<file path="src/rst_seq_pkg.sv">
// Operation
// - A brown-out reset sets the brown-out flag, bit 1 of the cause register.
// - A power-on reset sets the power-on flag, bit 0 of the cause register.
// - Software may set or clear any cause flag; setting one never resets.
// - With the watchdog config enable at 1, the watchdog is always enabled.
// - Power-on and brown-out are cold resets; clock source comes from configuration.
// - Other resets are warm; the current clock source is kept and shown.
// - Crystal and secondary modes wait 1024 oscillator periods for the start-up timer.
// - Clock-ready wait per mode: start-up, start-up timer, PLL lock, or nothing.
// - With PLL enabled, wait 1.5 ms lock time before clock ready.
// - After brown-out, power-up timer holds reset; release lets the oscillator start.
// - Once clock ready after reset, fetch begins at address 0x000000.
// - Clock monitor, if enabled, starts at most 900 us after clock ready.
// - Power-on reset holds until supply is good plus at most 30 us.
// - Brown-out holds while supply is low and at most 100 us after.
// - A 3-bit field picks one of eight power-up delays, 0 to 128 ms.
// - Brown-out extension plus power-up delay restart on every supply rise.
// - A reset from the master reset pin sets the pin-reset flag.
// - Reset instruction asserts reset one cycle, keeps the clock, then fetches; here osc_start_out drops for that reset cycle.
// - The reset instruction sets the software-reset flag, bit 6.
// - Power-on reset clears every cause flag except the power-on flag; here the brown-out flag, bit 1, is left set as well.
// - A watchdog reset sets the watchdog time-out flag, bit 4.
package rst_seq_pkg;

  // Clock and timing
  localparam int unsigned CLK_PERIOD_NS    = 20;
  localparam int unsigned POR_EXT_US       = 30;
  localparam int unsigned BOR_EXT_US       = 100;
  localparam int unsigned PLL_LOCK_US      = 1500;
  localparam int unsigned FAILSAFE_CLOCK_MONITOR_DELAY_US    = 900;
  localparam int unsigned POWERUP_TIMER_UNIT_US     = 1000;
  localparam int unsigned MASTER_RESET_PIN_N_MIN_NS      = 2000;
  localparam int unsigned POR_EXT_CYCLES   = (POR_EXT_US * 1000) / CLK_PERIOD_NS;
  localparam int unsigned BOR_EXT_DEF      = (BOR_EXT_US * 1000) / CLK_PERIOD_NS;
  localparam int unsigned PLL_LOCK_DEF     = (PLL_LOCK_US * 1000) / CLK_PERIOD_NS;
  localparam int unsigned FAILSAFE_CLOCK_MONITOR_DEF         = (FAILSAFE_CLOCK_MONITOR_DELAY_US * 1000) / CLK_PERIOD_NS;
  localparam int unsigned POWERUP_TIMER_UNIT_DEF    = (POWERUP_TIMER_UNIT_US * 1000) / CLK_PERIOD_NS;
  localparam int unsigned MASTER_RESET_PIN_N_MIN_CYCLES  = (MASTER_RESET_PIN_N_MIN_NS + CLK_PERIOD_NS - 1) / CLK_PERIOD_NS;
  localparam int unsigned OST_EDGES        = 1024;
  localparam int unsigned CNT_W            = 24;

  // Synchronised pins, index and reset level
  localparam int unsigned PIN_W            = 5;
  localparam int unsigned PIN_POR          = 0;
  localparam int unsigned PIN_BOR          = 1;
  localparam int unsigned PIN_MASTER_RESET_PIN_N         = 2;
  localparam int unsigned PIN_OSC_OK       = 3;
  localparam int unsigned PIN_OSC_CLK      = 4;
  localparam logic [4:0]  PIN_RST_LVL      = 5'h04;

  // Oscillator modes and per-mode wait masks (bit n is mode n)
  localparam logic [2:0]  OSC_FRC          = 3'h0;
  localparam logic [7:0]  STARTUP_MASK     = 8'hCF;
  localparam logic [7:0]  OST_MASK         = 8'h4C;
  localparam logic [7:0]  PLL_MASK         = 8'h2A;

  // Register map and cause register fields
  localparam logic [3:0]  CAUSE_OFFS       = 4'h0;
  localparam logic [3:0]  SEQ_OFFS         = 4'h4;
  localparam int unsigned POR_BIT          = 0;
  localparam int unsigned BOR_BIT          = 1;
  localparam int unsigned WDOG_TIMEOUT_FLAG_BIT         = 4;
  localparam int unsigned WDSW_BIT         = 5;
  localparam int unsigned SWR_BIT          = 6;
  localparam int unsigned PIN_RESET_FLAG_BIT         = 7;
  localparam logic [15:0] CAUSE_IMPL_MASK  = 16'hC3FF;
  localparam logic [15:0] CAUSE_POR_VALUE  = 16'h0003;
  localparam logic [15:0] BOR_CLEAR_MASK   = 16'hC27C;
  localparam logic [23:0] RESET_VECTOR     = 24'h000000;
  localparam logic [1:0]  RESP_OKAY        = 2'h0;
  localparam logic [1:0]  RESP_SLVERR      = 2'h2;

  typedef enum logic [3:0] {
    ST_HOLD    = 4'h0,
    ST_POR_EXT = 4'h1,
    ST_BOR_EXT = 4'h2,
    ST_POWERUP_TIMER    = 4'h3,
    ST_OSC_UP  = 4'h4,
    ST_OST     = 4'h5,
    ST_PLL     = 4'h6,
    ST_RUN     = 4'h7,
    ST_WARM    = 4'h8
  } seq_state_t;

  typedef struct packed {
    logic [21:0] zero;
    logic        failsafe_clock_monitor_active;
    logic        clock_ready;
    logic        system_reset;
    logic [2:0]  current_osc;
    seq_state_t  state;
  } seq_status_t;

endpackage

</file>
<file path="src/system_reset_sequencer.sv">
`timescale 1ns/1ps
`default_nettype none
module system_reset_sequencer
  import rst_seq_pkg::*;
#(
  parameter int unsigned BOR_EXT_CYCLES  = BOR_EXT_DEF,
  parameter int unsigned PLL_LOCK_CYCLES = PLL_LOCK_DEF,
  parameter int unsigned FAILSAFE_CLOCK_MONITOR_CYCLES     = FAILSAFE_CLOCK_MONITOR_DEF,
  parameter int unsigned POWERUP_TIMER_MS_CYCLES  = POWERUP_TIMER_UNIT_DEF
) (
  input  wire logic        clk_sys_in,
  input  wire logic        resetn_in,
  input  wire logic [3:0]  s_axi_awaddr,
  input  wire logic        s_axi_awvalid,
  output logic             s_axi_awready,
  input  wire logic [31:0] s_axi_wdata,
  input  wire logic [3:0]  s_axi_wstrb,
  input  wire logic        s_axi_wvalid,
  output logic             s_axi_wready,
  output logic [1:0]       s_axi_bresp,
  output logic             s_axi_bvalid,
  input  wire logic        s_axi_bready,
  input  wire logic [3:0]  s_axi_araddr,
  input  wire logic        s_axi_arvalid,
  output logic             s_axi_arready,
  output logic [31:0]      s_axi_rdata,
  output logic [1:0]       s_axi_rresp,
  output logic             s_axi_rvalid,
  input  wire logic        s_axi_rready,
  input  wire logic        por_supply_ok_in,
  input  wire logic        bor_supply_ok_in,
  input  wire logic        master_reset_pin_n_in,
  input  wire logic        osc_stable_in,
  input  wire logic        osc_clk_in,
  input  wire logic        sw_reset_instr_in,
  input  wire logic        wdog_timeout_in,
  input  wire logic [2:0]  cfg_osc_select_in,
  input  wire logic [2:0]  powerup_delay_select_in,
  input  wire logic        wdog_cfg_enable_in,
  input  wire logic        failsafe_clock_monitor_enable_in,
  output logic             system_reset_out,
  output logic             clock_ready_out,
  output logic             osc_start_out,
  output logic             fetch_start_out,
  output logic [23:0]      fetch_addr_out,
  output logic [2:0]       current_osc_field_out,
  output logic             wdog_enabled_out,
  output logic             failsafe_clock_monitor_active_out
);

  logic [PIN_W-1:0] pin_raw;
  logic [PIN_W-1:0] pin_filt;
  logic             osc_prev_reg;
  logic             osc_edge;
  logic [7:0]       master_reset_pin_n_cnt_reg;
  logic             pin_active_reg;
  logic             pin_evt;
  seq_state_t       state_reg;
  seq_state_t       state_next;
  logic [CNT_W-1:0] cnt_reg;
  logic [CNT_W-1:0] powerup_timer_cycles;
  logic             por_seen_reg;
  logic [2:0]       current_osc_reg;
  logic             system_reset_reg;
  logic             clock_ready_reg;
  logic             fetch_reg;
  logic [CNT_W-1:0] failsafe_clock_monitor_cnt_reg;
  logic             failsafe_clock_monitor_active_reg;
  logic [15:0]      cause_reg;
  logic [15:0]      cause_next;
  logic             cold_ok;
  logic             bor_evt;
  logic             sw_evt;
  logic             wdog_evt;
  logic [3:0]       aw_addr_reg;
  logic             aw_got_reg;
  logic [31:0]      w_data_reg;
  logic [3:0]       w_strb_reg;
  logic             w_got_reg;
  logic             wr_en;
  logic             bvalid_reg;
  logic [1:0]       bresp_reg;
  logic             rvalid_reg;
  logic [1:0]       rresp_reg;
  logic [31:0]      rdata_reg;
  seq_status_t      seq_status;

  // Three-stage synchroniser per pin; a level counts once stages two and three agree
  assign pin_raw = {osc_clk_in, osc_stable_in, master_reset_pin_n_in,
                    bor_supply_ok_in, por_supply_ok_in};
  for (genvar gi = 0; gi < PIN_W; gi++) begin : g_pin
    logic [2:0] sync_reg;
    logic       filt_reg;
    always_ff @(posedge clk_sys_in or negedge resetn_in) begin
      if (!resetn_in) begin
        sync_reg <= {3{PIN_RST_LVL[gi]}};
        filt_reg <= PIN_RST_LVL[gi];
      end else begin
        sync_reg <= {sync_reg[1:0], pin_raw[gi]};
        if (sync_reg[1] == sync_reg[2]) begin
          filt_reg <= sync_reg[2];
        end
      end
    end
    assign pin_filt[gi] = filt_reg;
  end

  assign cold_ok = pin_filt[PIN_POR] & pin_filt[PIN_BOR];
  assign bor_evt = pin_filt[PIN_POR] & ~pin_filt[PIN_BOR];
  assign sw_evt  = sw_reset_instr_in & (state_reg == ST_RUN) & cold_ok;
  assign wdog_evt = wdog_timeout_in & (state_reg == ST_RUN) & cold_ok;

  // Oscillator edge seen through the synchroniser; only slow clocks resolve cleanly
  always_ff @(posedge clk_sys_in or negedge resetn_in) begin
    if (!resetn_in) begin
      osc_prev_reg <= 1'b0;
    end else begin
      osc_prev_reg <= pin_filt[PIN_OSC_CLK];
    end
  end
  assign osc_edge = pin_filt[PIN_OSC_CLK] & ~osc_prev_reg;

  // Glitch filter on the reset pin: low for the minimum width before it counts
  always_ff @(posedge clk_sys_in or negedge resetn_in) begin
    if (!resetn_in) begin
      master_reset_pin_n_cnt_reg   <= 8'h00;
      pin_active_reg <= 1'b0;
    end else if (pin_filt[PIN_MASTER_RESET_PIN_N]) begin
      master_reset_pin_n_cnt_reg   <= 8'h00;
      pin_active_reg <= 1'b0;
    end else if (master_reset_pin_n_cnt_reg < 8'(MASTER_RESET_PIN_N_MIN_CYCLES)) begin
      master_reset_pin_n_cnt_reg   <= master_reset_pin_n_cnt_reg + 8'h01;
    end else begin
      pin_active_reg <= 1'b1;
    end
  end
  assign pin_evt = ~pin_filt[PIN_MASTER_RESET_PIN_N] & (master_reset_pin_n_cnt_reg == 8'(MASTER_RESET_PIN_N_MIN_CYCLES))
                   & ~pin_active_reg;

  // Power-up delay: setting 0 is none, setting n is 2^n ms
  assign powerup_timer_cycles = (powerup_delay_select_in == 3'h0) ? '0 :
                       CNT_W'((32'h1 << powerup_delay_select_in) * POWERUP_TIMER_MS_CYCLES);

  // First oscillator wait still owed for a mode after the given stages are done
  function automatic seq_state_t osc_stage(input logic [2:0] mode, input logic up_done,
                                           input logic ost_done);
    osc_stage = ST_RUN;
    if (!up_done && STARTUP_MASK[mode]) begin
      osc_stage = ST_OSC_UP;
    end else if (!ost_done && OST_MASK[mode]) begin
      osc_stage = ST_OST;
    end else if (PLL_MASK[mode]) begin
      osc_stage = ST_PLL;
    end
  endfunction

  // Sequencer next state; a supply drop wins over everything and restarts delays
  always_comb begin
    state_next = state_reg;
    if (!cold_ok) begin
      state_next = ST_HOLD;
    end else begin
      case (state_reg)
        ST_HOLD:    state_next = por_seen_reg ? ST_POR_EXT : ST_BOR_EXT;
        ST_POR_EXT: if (cnt_reg >= CNT_W'(POR_EXT_CYCLES - 1)) state_next = ST_BOR_EXT;
        ST_BOR_EXT: if (cnt_reg >= CNT_W'(BOR_EXT_CYCLES - 1)) state_next = ST_POWERUP_TIMER;
        ST_POWERUP_TIMER:    if (cnt_reg >= powerup_timer_cycles) begin
          state_next = osc_stage(cfg_osc_select_in, 1'b0, 1'b0);
        end
        ST_OSC_UP:  if (pin_filt[PIN_OSC_OK]) begin
          state_next = osc_stage(current_osc_reg, 1'b1, 1'b0);
        end
        ST_OST:     if (osc_edge && cnt_reg == CNT_W'(OST_EDGES - 1)) begin
          state_next = osc_stage(current_osc_reg, 1'b1, 1'b1);
        end
        ST_PLL:     if (cnt_reg >= CNT_W'(PLL_LOCK_CYCLES - 1)) state_next = ST_RUN;
        ST_RUN:     if (pin_evt || pin_active_reg || sw_evt || wdog_evt) state_next = ST_WARM;
        ST_WARM:    if (!pin_active_reg && !pin_evt) state_next = ST_RUN;
        default:    state_next = ST_HOLD;
      endcase
    end
  end

  // State and stage counter; the counter restarts on every state change
  always_ff @(posedge clk_sys_in or negedge resetn_in) begin
    if (!resetn_in) begin
      state_reg <= ST_HOLD;
      cnt_reg   <= '0;
    end else begin
      state_reg <= state_next;
      if (state_next != state_reg) begin
        cnt_reg <= '0;
      end else if ((state_reg != ST_OST || osc_edge) && cnt_reg != '1) begin
        cnt_reg <= cnt_reg + CNT_W'(1);
      end
    end
  end

  // Cold-reset memory and clock source; warm resets leave the source alone
  always_ff @(posedge clk_sys_in or negedge resetn_in) begin
    if (!resetn_in) begin
      por_seen_reg    <= 1'b1;
      current_osc_reg <= OSC_FRC;
    end else begin
      if (!pin_filt[PIN_POR]) begin
        por_seen_reg <= 1'b1;
      end else if (state_reg == ST_HOLD && cold_ok) begin
        por_seen_reg <= 1'b0;
      end
      if (state_reg == ST_POWERUP_TIMER && state_next != ST_POWERUP_TIMER && cold_ok) begin
        current_osc_reg <= cfg_osc_select_in;
      end
    end
  end

  // Registered outputs: reset held until the power stages end, fetch on clock ready
  always_ff @(posedge clk_sys_in or negedge resetn_in) begin
    if (!resetn_in) begin
      system_reset_reg <= 1'b1;
      clock_ready_reg  <= 1'b0;
      fetch_reg        <= 1'b0;
    end else begin
      system_reset_reg <= (state_next == ST_HOLD) || (state_next == ST_POR_EXT) ||
                          (state_next == ST_BOR_EXT) || (state_next == ST_POWERUP_TIMER) ||
                          (state_next == ST_WARM);
      clock_ready_reg  <= (state_next == ST_RUN) || (state_next == ST_WARM);
      fetch_reg        <= (state_next == ST_RUN) && (state_reg != ST_RUN);
    end
  end

  // Clock monitor waits after clock ready; restarts whenever the clock drops
  always_ff @(posedge clk_sys_in or negedge resetn_in) begin
    if (!resetn_in) begin
      failsafe_clock_monitor_cnt_reg    <= '0;
      failsafe_clock_monitor_active_reg <= 1'b0;
    end else if (!clock_ready_reg || !failsafe_clock_monitor_enable_in) begin
      failsafe_clock_monitor_cnt_reg    <= '0;
      failsafe_clock_monitor_active_reg <= 1'b0;
    end else if (failsafe_clock_monitor_cnt_reg < CNT_W'(FAILSAFE_CLOCK_MONITOR_CYCLES)) begin
      failsafe_clock_monitor_cnt_reg    <= failsafe_clock_monitor_cnt_reg + CNT_W'(1);
    end else begin
      failsafe_clock_monitor_active_reg <= 1'b1;
    end
  end

  assign system_reset_out      = system_reset_reg;
  assign clock_ready_out       = clock_ready_reg;
  assign osc_start_out         = ~system_reset_reg;
  assign fetch_start_out       = fetch_reg;
  assign fetch_addr_out        = RESET_VECTOR;
  assign current_osc_field_out = current_osc_reg;
  assign failsafe_clock_monitor_active_out       = failsafe_clock_monitor_active_reg;
  assign wdog_enabled_out      = wdog_cfg_enable_in | cause_reg[WDSW_BIT];

  // Cause flags: software write first, then hardware clears, then hardware sets win
  assign wr_en = aw_got_reg & w_got_reg & ~bvalid_reg;
  always_comb begin
    cause_next = cause_reg;
    if (wr_en && aw_addr_reg[3:2] == CAUSE_OFFS[3:2]) begin
      if (w_strb_reg[0]) cause_next[7:0]  = w_data_reg[7:0] & CAUSE_IMPL_MASK[7:0];
      if (w_strb_reg[1]) cause_next[15:8] = w_data_reg[15:8] & CAUSE_IMPL_MASK[15:8];
    end
    if (!pin_filt[PIN_POR]) begin
      cause_next = CAUSE_POR_VALUE;
    end else if (bor_evt) begin
      cause_next = cause_next & ~BOR_CLEAR_MASK;
      cause_next[BOR_BIT] = 1'b1;
    end
    if (pin_evt) cause_next[PIN_RESET_FLAG_BIT] = 1'b1;
    if (sw_evt) cause_next[SWR_BIT] = 1'b1;
    if (wdog_evt) cause_next[WDOG_TIMEOUT_FLAG_BIT] = 1'b1;
  end

  always_ff @(posedge clk_sys_in or negedge resetn_in) begin
    if (!resetn_in) begin
      cause_reg <= CAUSE_POR_VALUE;
    end else begin
      cause_reg <= cause_next;
    end
  end

  // Write channels taken in either order; response once both are held
  always_ff @(posedge clk_sys_in or negedge resetn_in) begin
    if (!resetn_in) begin
      aw_addr_reg <= 4'h0;
      aw_got_reg  <= 1'b0;
      w_data_reg  <= 32'h00000000;
      w_strb_reg  <= 4'h0;
      w_got_reg   <= 1'b0;
      bvalid_reg  <= 1'b0;
      bresp_reg   <= RESP_OKAY;
    end else begin
      if (s_axi_awvalid && s_axi_awready) begin
        aw_addr_reg <= s_axi_awaddr;
        aw_got_reg  <= 1'b1;
      end
      if (s_axi_wvalid && s_axi_wready) begin
        w_data_reg <= s_axi_wdata;
        w_strb_reg <= s_axi_wstrb;
        w_got_reg  <= 1'b1;
      end
      if (wr_en) begin
        aw_got_reg <= 1'b0;
        w_got_reg  <= 1'b0;
        bvalid_reg <= 1'b1;
        bresp_reg  <= (aw_addr_reg[3:2] == CAUSE_OFFS[3:2]) ? RESP_OKAY : RESP_SLVERR;
      end else if (s_axi_bready) begin
        bvalid_reg <= 1'b0;
      end
    end
  end
  assign s_axi_awready = ~aw_got_reg & ~bvalid_reg;
  assign s_axi_wready  = ~w_got_reg & ~bvalid_reg;
  assign s_axi_bvalid  = bvalid_reg;
  assign s_axi_bresp   = bresp_reg;

  // Read channel; the sequencer word is read-only, unmapped words answer an error
  always_comb begin
    seq_status              = '0;
    seq_status.failsafe_clock_monitor_active  = failsafe_clock_monitor_active_reg;
    seq_status.clock_ready  = clock_ready_reg;
    seq_status.system_reset = system_reset_reg;
    seq_status.current_osc  = current_osc_reg;
    seq_status.state        = state_reg;
  end
  always_ff @(posedge clk_sys_in or negedge resetn_in) begin
    if (!resetn_in) begin
      rvalid_reg <= 1'b0;
      rresp_reg  <= RESP_OKAY;
      rdata_reg  <= 32'h00000000;
    end else if (s_axi_arvalid && s_axi_arready) begin
      rvalid_reg <= 1'b1;
      rresp_reg  <= RESP_OKAY;
      if (s_axi_araddr[3:2] == CAUSE_OFFS[3:2]) begin
        rdata_reg <= {16'h0000, cause_reg};
      end else if (s_axi_araddr[3:2] == SEQ_OFFS[3:2]) begin
        rdata_reg <= seq_status;
      end else begin
        rdata_reg <= 32'h00000000;
        rresp_reg <= RESP_SLVERR;
      end
    end else if (s_axi_rready) begin
      rvalid_reg <= 1'b0;
    end
  end
  assign s_axi_arready = ~rvalid_reg;
  assign s_axi_rvalid  = rvalid_reg;
  assign s_axi_rresp   = rresp_reg;
  assign s_axi_rdata   = rdata_reg;
endmodule
`default_nettype wire

</file>
<file path="config.mk">
export PLATFORM = sky130hd
export DESIGN_NAME = system_reset_sequencer
export DESIGN_NICKNAME = d
export VERILOG_FILES = /design/src/rst_seq_pkg.sv /design/src/system_reset_sequencer.sv
export SDC_FILE = /design/constraint.sdc
export NUM_CORES = 1
export LEC_CHECK = 0
export BUFFER_PORTS_ARGS = -buffer_cell sky130_fd_sc_hd__buf_2
export CAP_MARGIN = 20
export CORE_MARGIN = 2
export CORE_UTILIZATION = 30
export DETAILED_ROUTE_END_ITERATION = 10
export SETUP_SLACK_MARGIN = 0.4
export SKIP_LAST_GASP = 1
export SYNTH_ARGS = -nofsm -noshare
export SYNTH_HDL_FRONTEND = slang
export SYNTH_SLANG_ARGS = --single-unit
</file>
<file path="constraint.sdc">
create_clock -name clk_sys_in -period 2.97 [get_ports clk_sys_in]
set_input_delay 0.297 -clock clk_sys_in [delete_from_list [all_inputs] [get_ports clk_sys_in]]
set_output_delay 0.297 -clock clk_sys_in [all_outputs]
set_load 0.03 [all_outputs]
</file>
==> results.sh <==
export IMPL_status="finished, violations left"
export IMPL_violations="setup timing"
export IMPL_crit_family="adder cells"
export IMPL_hold_path_class="primary input to flip-flop"
export IMPL_yosysUniqueCellTypes=79
export IMPL_drive_above_1_share=0.2877
export IMPL_core_um2=29640
export IMPL_combPwrFrac=0.257
export IMPL_grtUsageTotal=0.1350
export IMPL_seqPwrFrac=0.393
export IMPL_synth_top_area_share=0.3551
export IMPL_gp_congestion=0.8509
export IMPL_finalInstanceArea_um2=11380
export IMPL_clkSlewWorstSetupHoldPaths_ns=0.07
export IMPL_drt_iter0_drc=393
export IMPL_hold_end="s_axi_rvalid$_DFFE_PN0P_"
export IMPL_die_width_um=177.4
export IMPL_cts_root_buf="clkbuf_16"
export IMPL_hold_start="s_axi_rready"
export IMPL_chipHeight_um=177.4
export IMPL_max_freq_mhz=175.4
export IMPL_grt_pass1_wl_mm=33.93
export IMPL_clkLatencyLatePin_ns=0.43
export IMPL_rr_worst_depth=8
export IMPL_ir_drop_mv=0.4317
export IMPL_grt_max_degree=63
export IMPL_post_dp_cell_area_um2=10400
export IMPL_ant_nets=0
export IMPL_r2r_slack_ns=-0.08
export IMPL_fin_setup_tns_ns=-86.52
export IMPL_arrival_ns=6.00
export IMPL_cap_violations=0
export IMPL_clock_skew_ns=0.01417
export IMPL_final_nets=1232
export IMPL_worst_pin_slew_ns=0.7574
export IMPL_crit_slowest_cell="fa_1"
export IMPL_synth_edff_count=0
export IMPL_wl_per_cell_um=14.04
export IMPL_rsz0062_at_grt="true"
export IMPL_synth_most_common_cell="dfrtp_1"
export IMPL_ys_async_sr_fraction=1.000
export IMPL_start_kind="primary input"
export IMPL_clkPwrFrac=0.351
export IMPL_dp_slack_ns=-3.262
export IMPL_drt_wl_total_mm=20.66
export IMPL_cts_buffers=17
export IMPL_fin_ws_ns=-2.732
export IMPL_p_sw_mw=1.880
export IMPL_dieArea_um2=31470
export IMPL_synthTopCellsByCount="dfrtp_1, ha_1, nand2_1"
export IMPL_synthFlopType="dfrtp_1"
export IMPL_dp_hpwl_mm=15.66
export IMPL_cp_required_ns=3.27
export IMPL_finalSetupViolCount=33
export IMPL_hold_violations=0
export IMPL_synth_yosys_seq_area_share=0.3784
export IMPL_r2r_start="cnt_reg[21]$_DFFE_PN0P_"
export IMPL_worst_slew_margin_rel=0.4928
export IMPL_core_rowCount=63
export IMPL_synth_area_leaders="dfrtp_1, ha_1, buf_4, nor4_2, nand2_1"
export IMPL_via_per_inst=4.698
export IMPL_power_per_cell_area_nw_per_um2=501.9
export IMPL_swShare=0.3293
export IMPL_fin_util=0.3838
export IMPL_leakagePower_nw=5.514
export IMPL_area_growth_pct=26.12
export IMPL_synth_area_um2=9020
export IMPL_cts_max_path_buffers=2
export IMPL_htreeDepth=4
export IMPL_synth_area_per_cell_um2=10.09
export IMPL_initial_utilization=0.3043
export IMPL_endpoint_kind="flip-flop"
export IMPL_synth_seq_cells=136
export IMPL_worstPathMaxFanout=8
export IMPL_slew_viol_final=0
export IMPL_numPortBuffers=67
export IMPL_yosysTopAreaCell="dfrtp_1"
export IMPL_cp_startpoint="powerup_delay_select_in[2]"
export IMPL_cts_sinks=136
export IMPL_p_int_mw=3.829
export IMPL_grt_pass1_vias=6731
export IMPL_path_class="primary input to flip-flop"
export IMPL_yosysWarnings=0
export IMPL_top_level_ports=140
export IMPL_syn_inst=894
export IMPL_drc_errors=0
export IMPL_crit_path_max_incr_delay_ns=0.49
export IMPL_hold_ws_ns=0.05343
export IMPL_fin_crit_sh=1.920
export IMPL_r2r_end="cnt_reg[8]$_DFFE_PN0P_"
export IMPL_fin_crit_ns=5.702
export IMPL_min_path_cells=2
export IMPL_vias=6916
export IMPL_critical_path_buf_inv_count=7
export IMPL_overflow=0
export IMPL_cts_tree="built"
export IMPL_antenna_found_initial=1
export IMPL_drt_pass1_iterations=4
-- logic make-up after synthesis --
logic type               share of synthesized area
XOR/XNOR                                   0.04370
other                                    0.0004157
AO/OA/AOI/OAI                               0.1056
buffers and inverters                      0.08212
flip-flops                                  0.3784
multiplexers                               0.04522
adder cells (fa/ha/maj)                     0.1506
AND/OR/NAND/NOR                             0.1939
-- power groups by stage --
stage / Combinational, mW / Sequential, mW / Clock, mW
after floorplan: 0.970 / 2.26 / 0
after global placement: 1.33 / 2.26 / 0
after detailed placement: 1.36 / 2.27 / 0
after CTS: 1.47 / 2.24 / 2.05
after global routing: 1.61 / 2.27 / 2.15
final: 1.46 / 2.24 / 2.00
-- per-layer routing --
layer | GRT usage | share of wire | vias to the layer above
li1 | - | - | 3447
met1 | 0.1824 | 0.48 | 3346
met2 | 0.2224 | 0.49 | 107
met3 | 0.02356 | 0.027 | 16
met4 | 0.03654 | 0.010 | 0
met5 | 0 | 0 | -
-- layout by cell type (no fill, tap or decap), drive strengths merged, types with 6 or more instances in the layout --
cell type	instances
buf	182
dfrtp	128
ha	87
nand2	73
inv	62
conb	50
nor2	44
a21oi	35
nand3	34
o21ai	31
nor4	28
xor2	24
mux2	22
xnor2	21
nand4	19
nor3	19
and3	17
clkbuf	17
mux2i	16
or3	13
nor2b	12
fa	11
o21a	9
a21o	9
dfstp	8
a211oi	7
nor4b	7
o211ai	6
dlygate4sd3	6
-- worst reg2reg max path, cell delays in order (launching register included) --
cell	delay [ns]
dfrtp_1	0.40
nor4_2	0.46
nand4_1	0.28
o41a_1	0.51
a2111oi_4	0.46
o21ai_1	0.21
nor3_4	0.34
buf_12	0.21
nor4_2	0.07
-- what timing repair did --
action	CTS	global route
endpoints found under the hold margin	48	0
pin swaps	12	3
setup endpoints to repair	33	33
buffers inserted	10	2
gates cloned	1	0
hold buffers	6	0
resized for setup	33	9
-- metrics by stage --
stage | power (mW) | instances
detailed placement | 3.629 | 1420
global placement | 3.591 | 1420
floorplan | 3.227 | 943
CTS | 5.755 | 1469
global route | 6.029 | 1472
finish | 5.709 | 1472
-- worst max path at each step --
stage	end	cells past startpoint
2_1_floorplan	cnt_reg[10]$_DFFE_PN0P_	26
3_3_place_gp	cnt_reg[23]$_DFFE_PN0P_	26
3_5_place_dp	cnt_reg[11]$_DFFE_PN0P_	26
4_1_cts	cnt_reg[7]$_DFFE_PN0P_	26
5_1_grt	cnt_reg[9]$_DFFE_PN0P_	29
6_report	cnt_reg[9]$_DFFE_PN0P_	28
-- layout make-up --
cell class	count	area, um2
sequential	136	3413
inverter	53	198.9
fill	2942	18260
clock buffer	17	425.4
timing repair buffer	188	1414
tap	390	488.0
clock inverter	15	136.4
antenna	1	2.502
multi-input combinational	672	5298
Note: power is estimated with default switching activity, not from simulation.
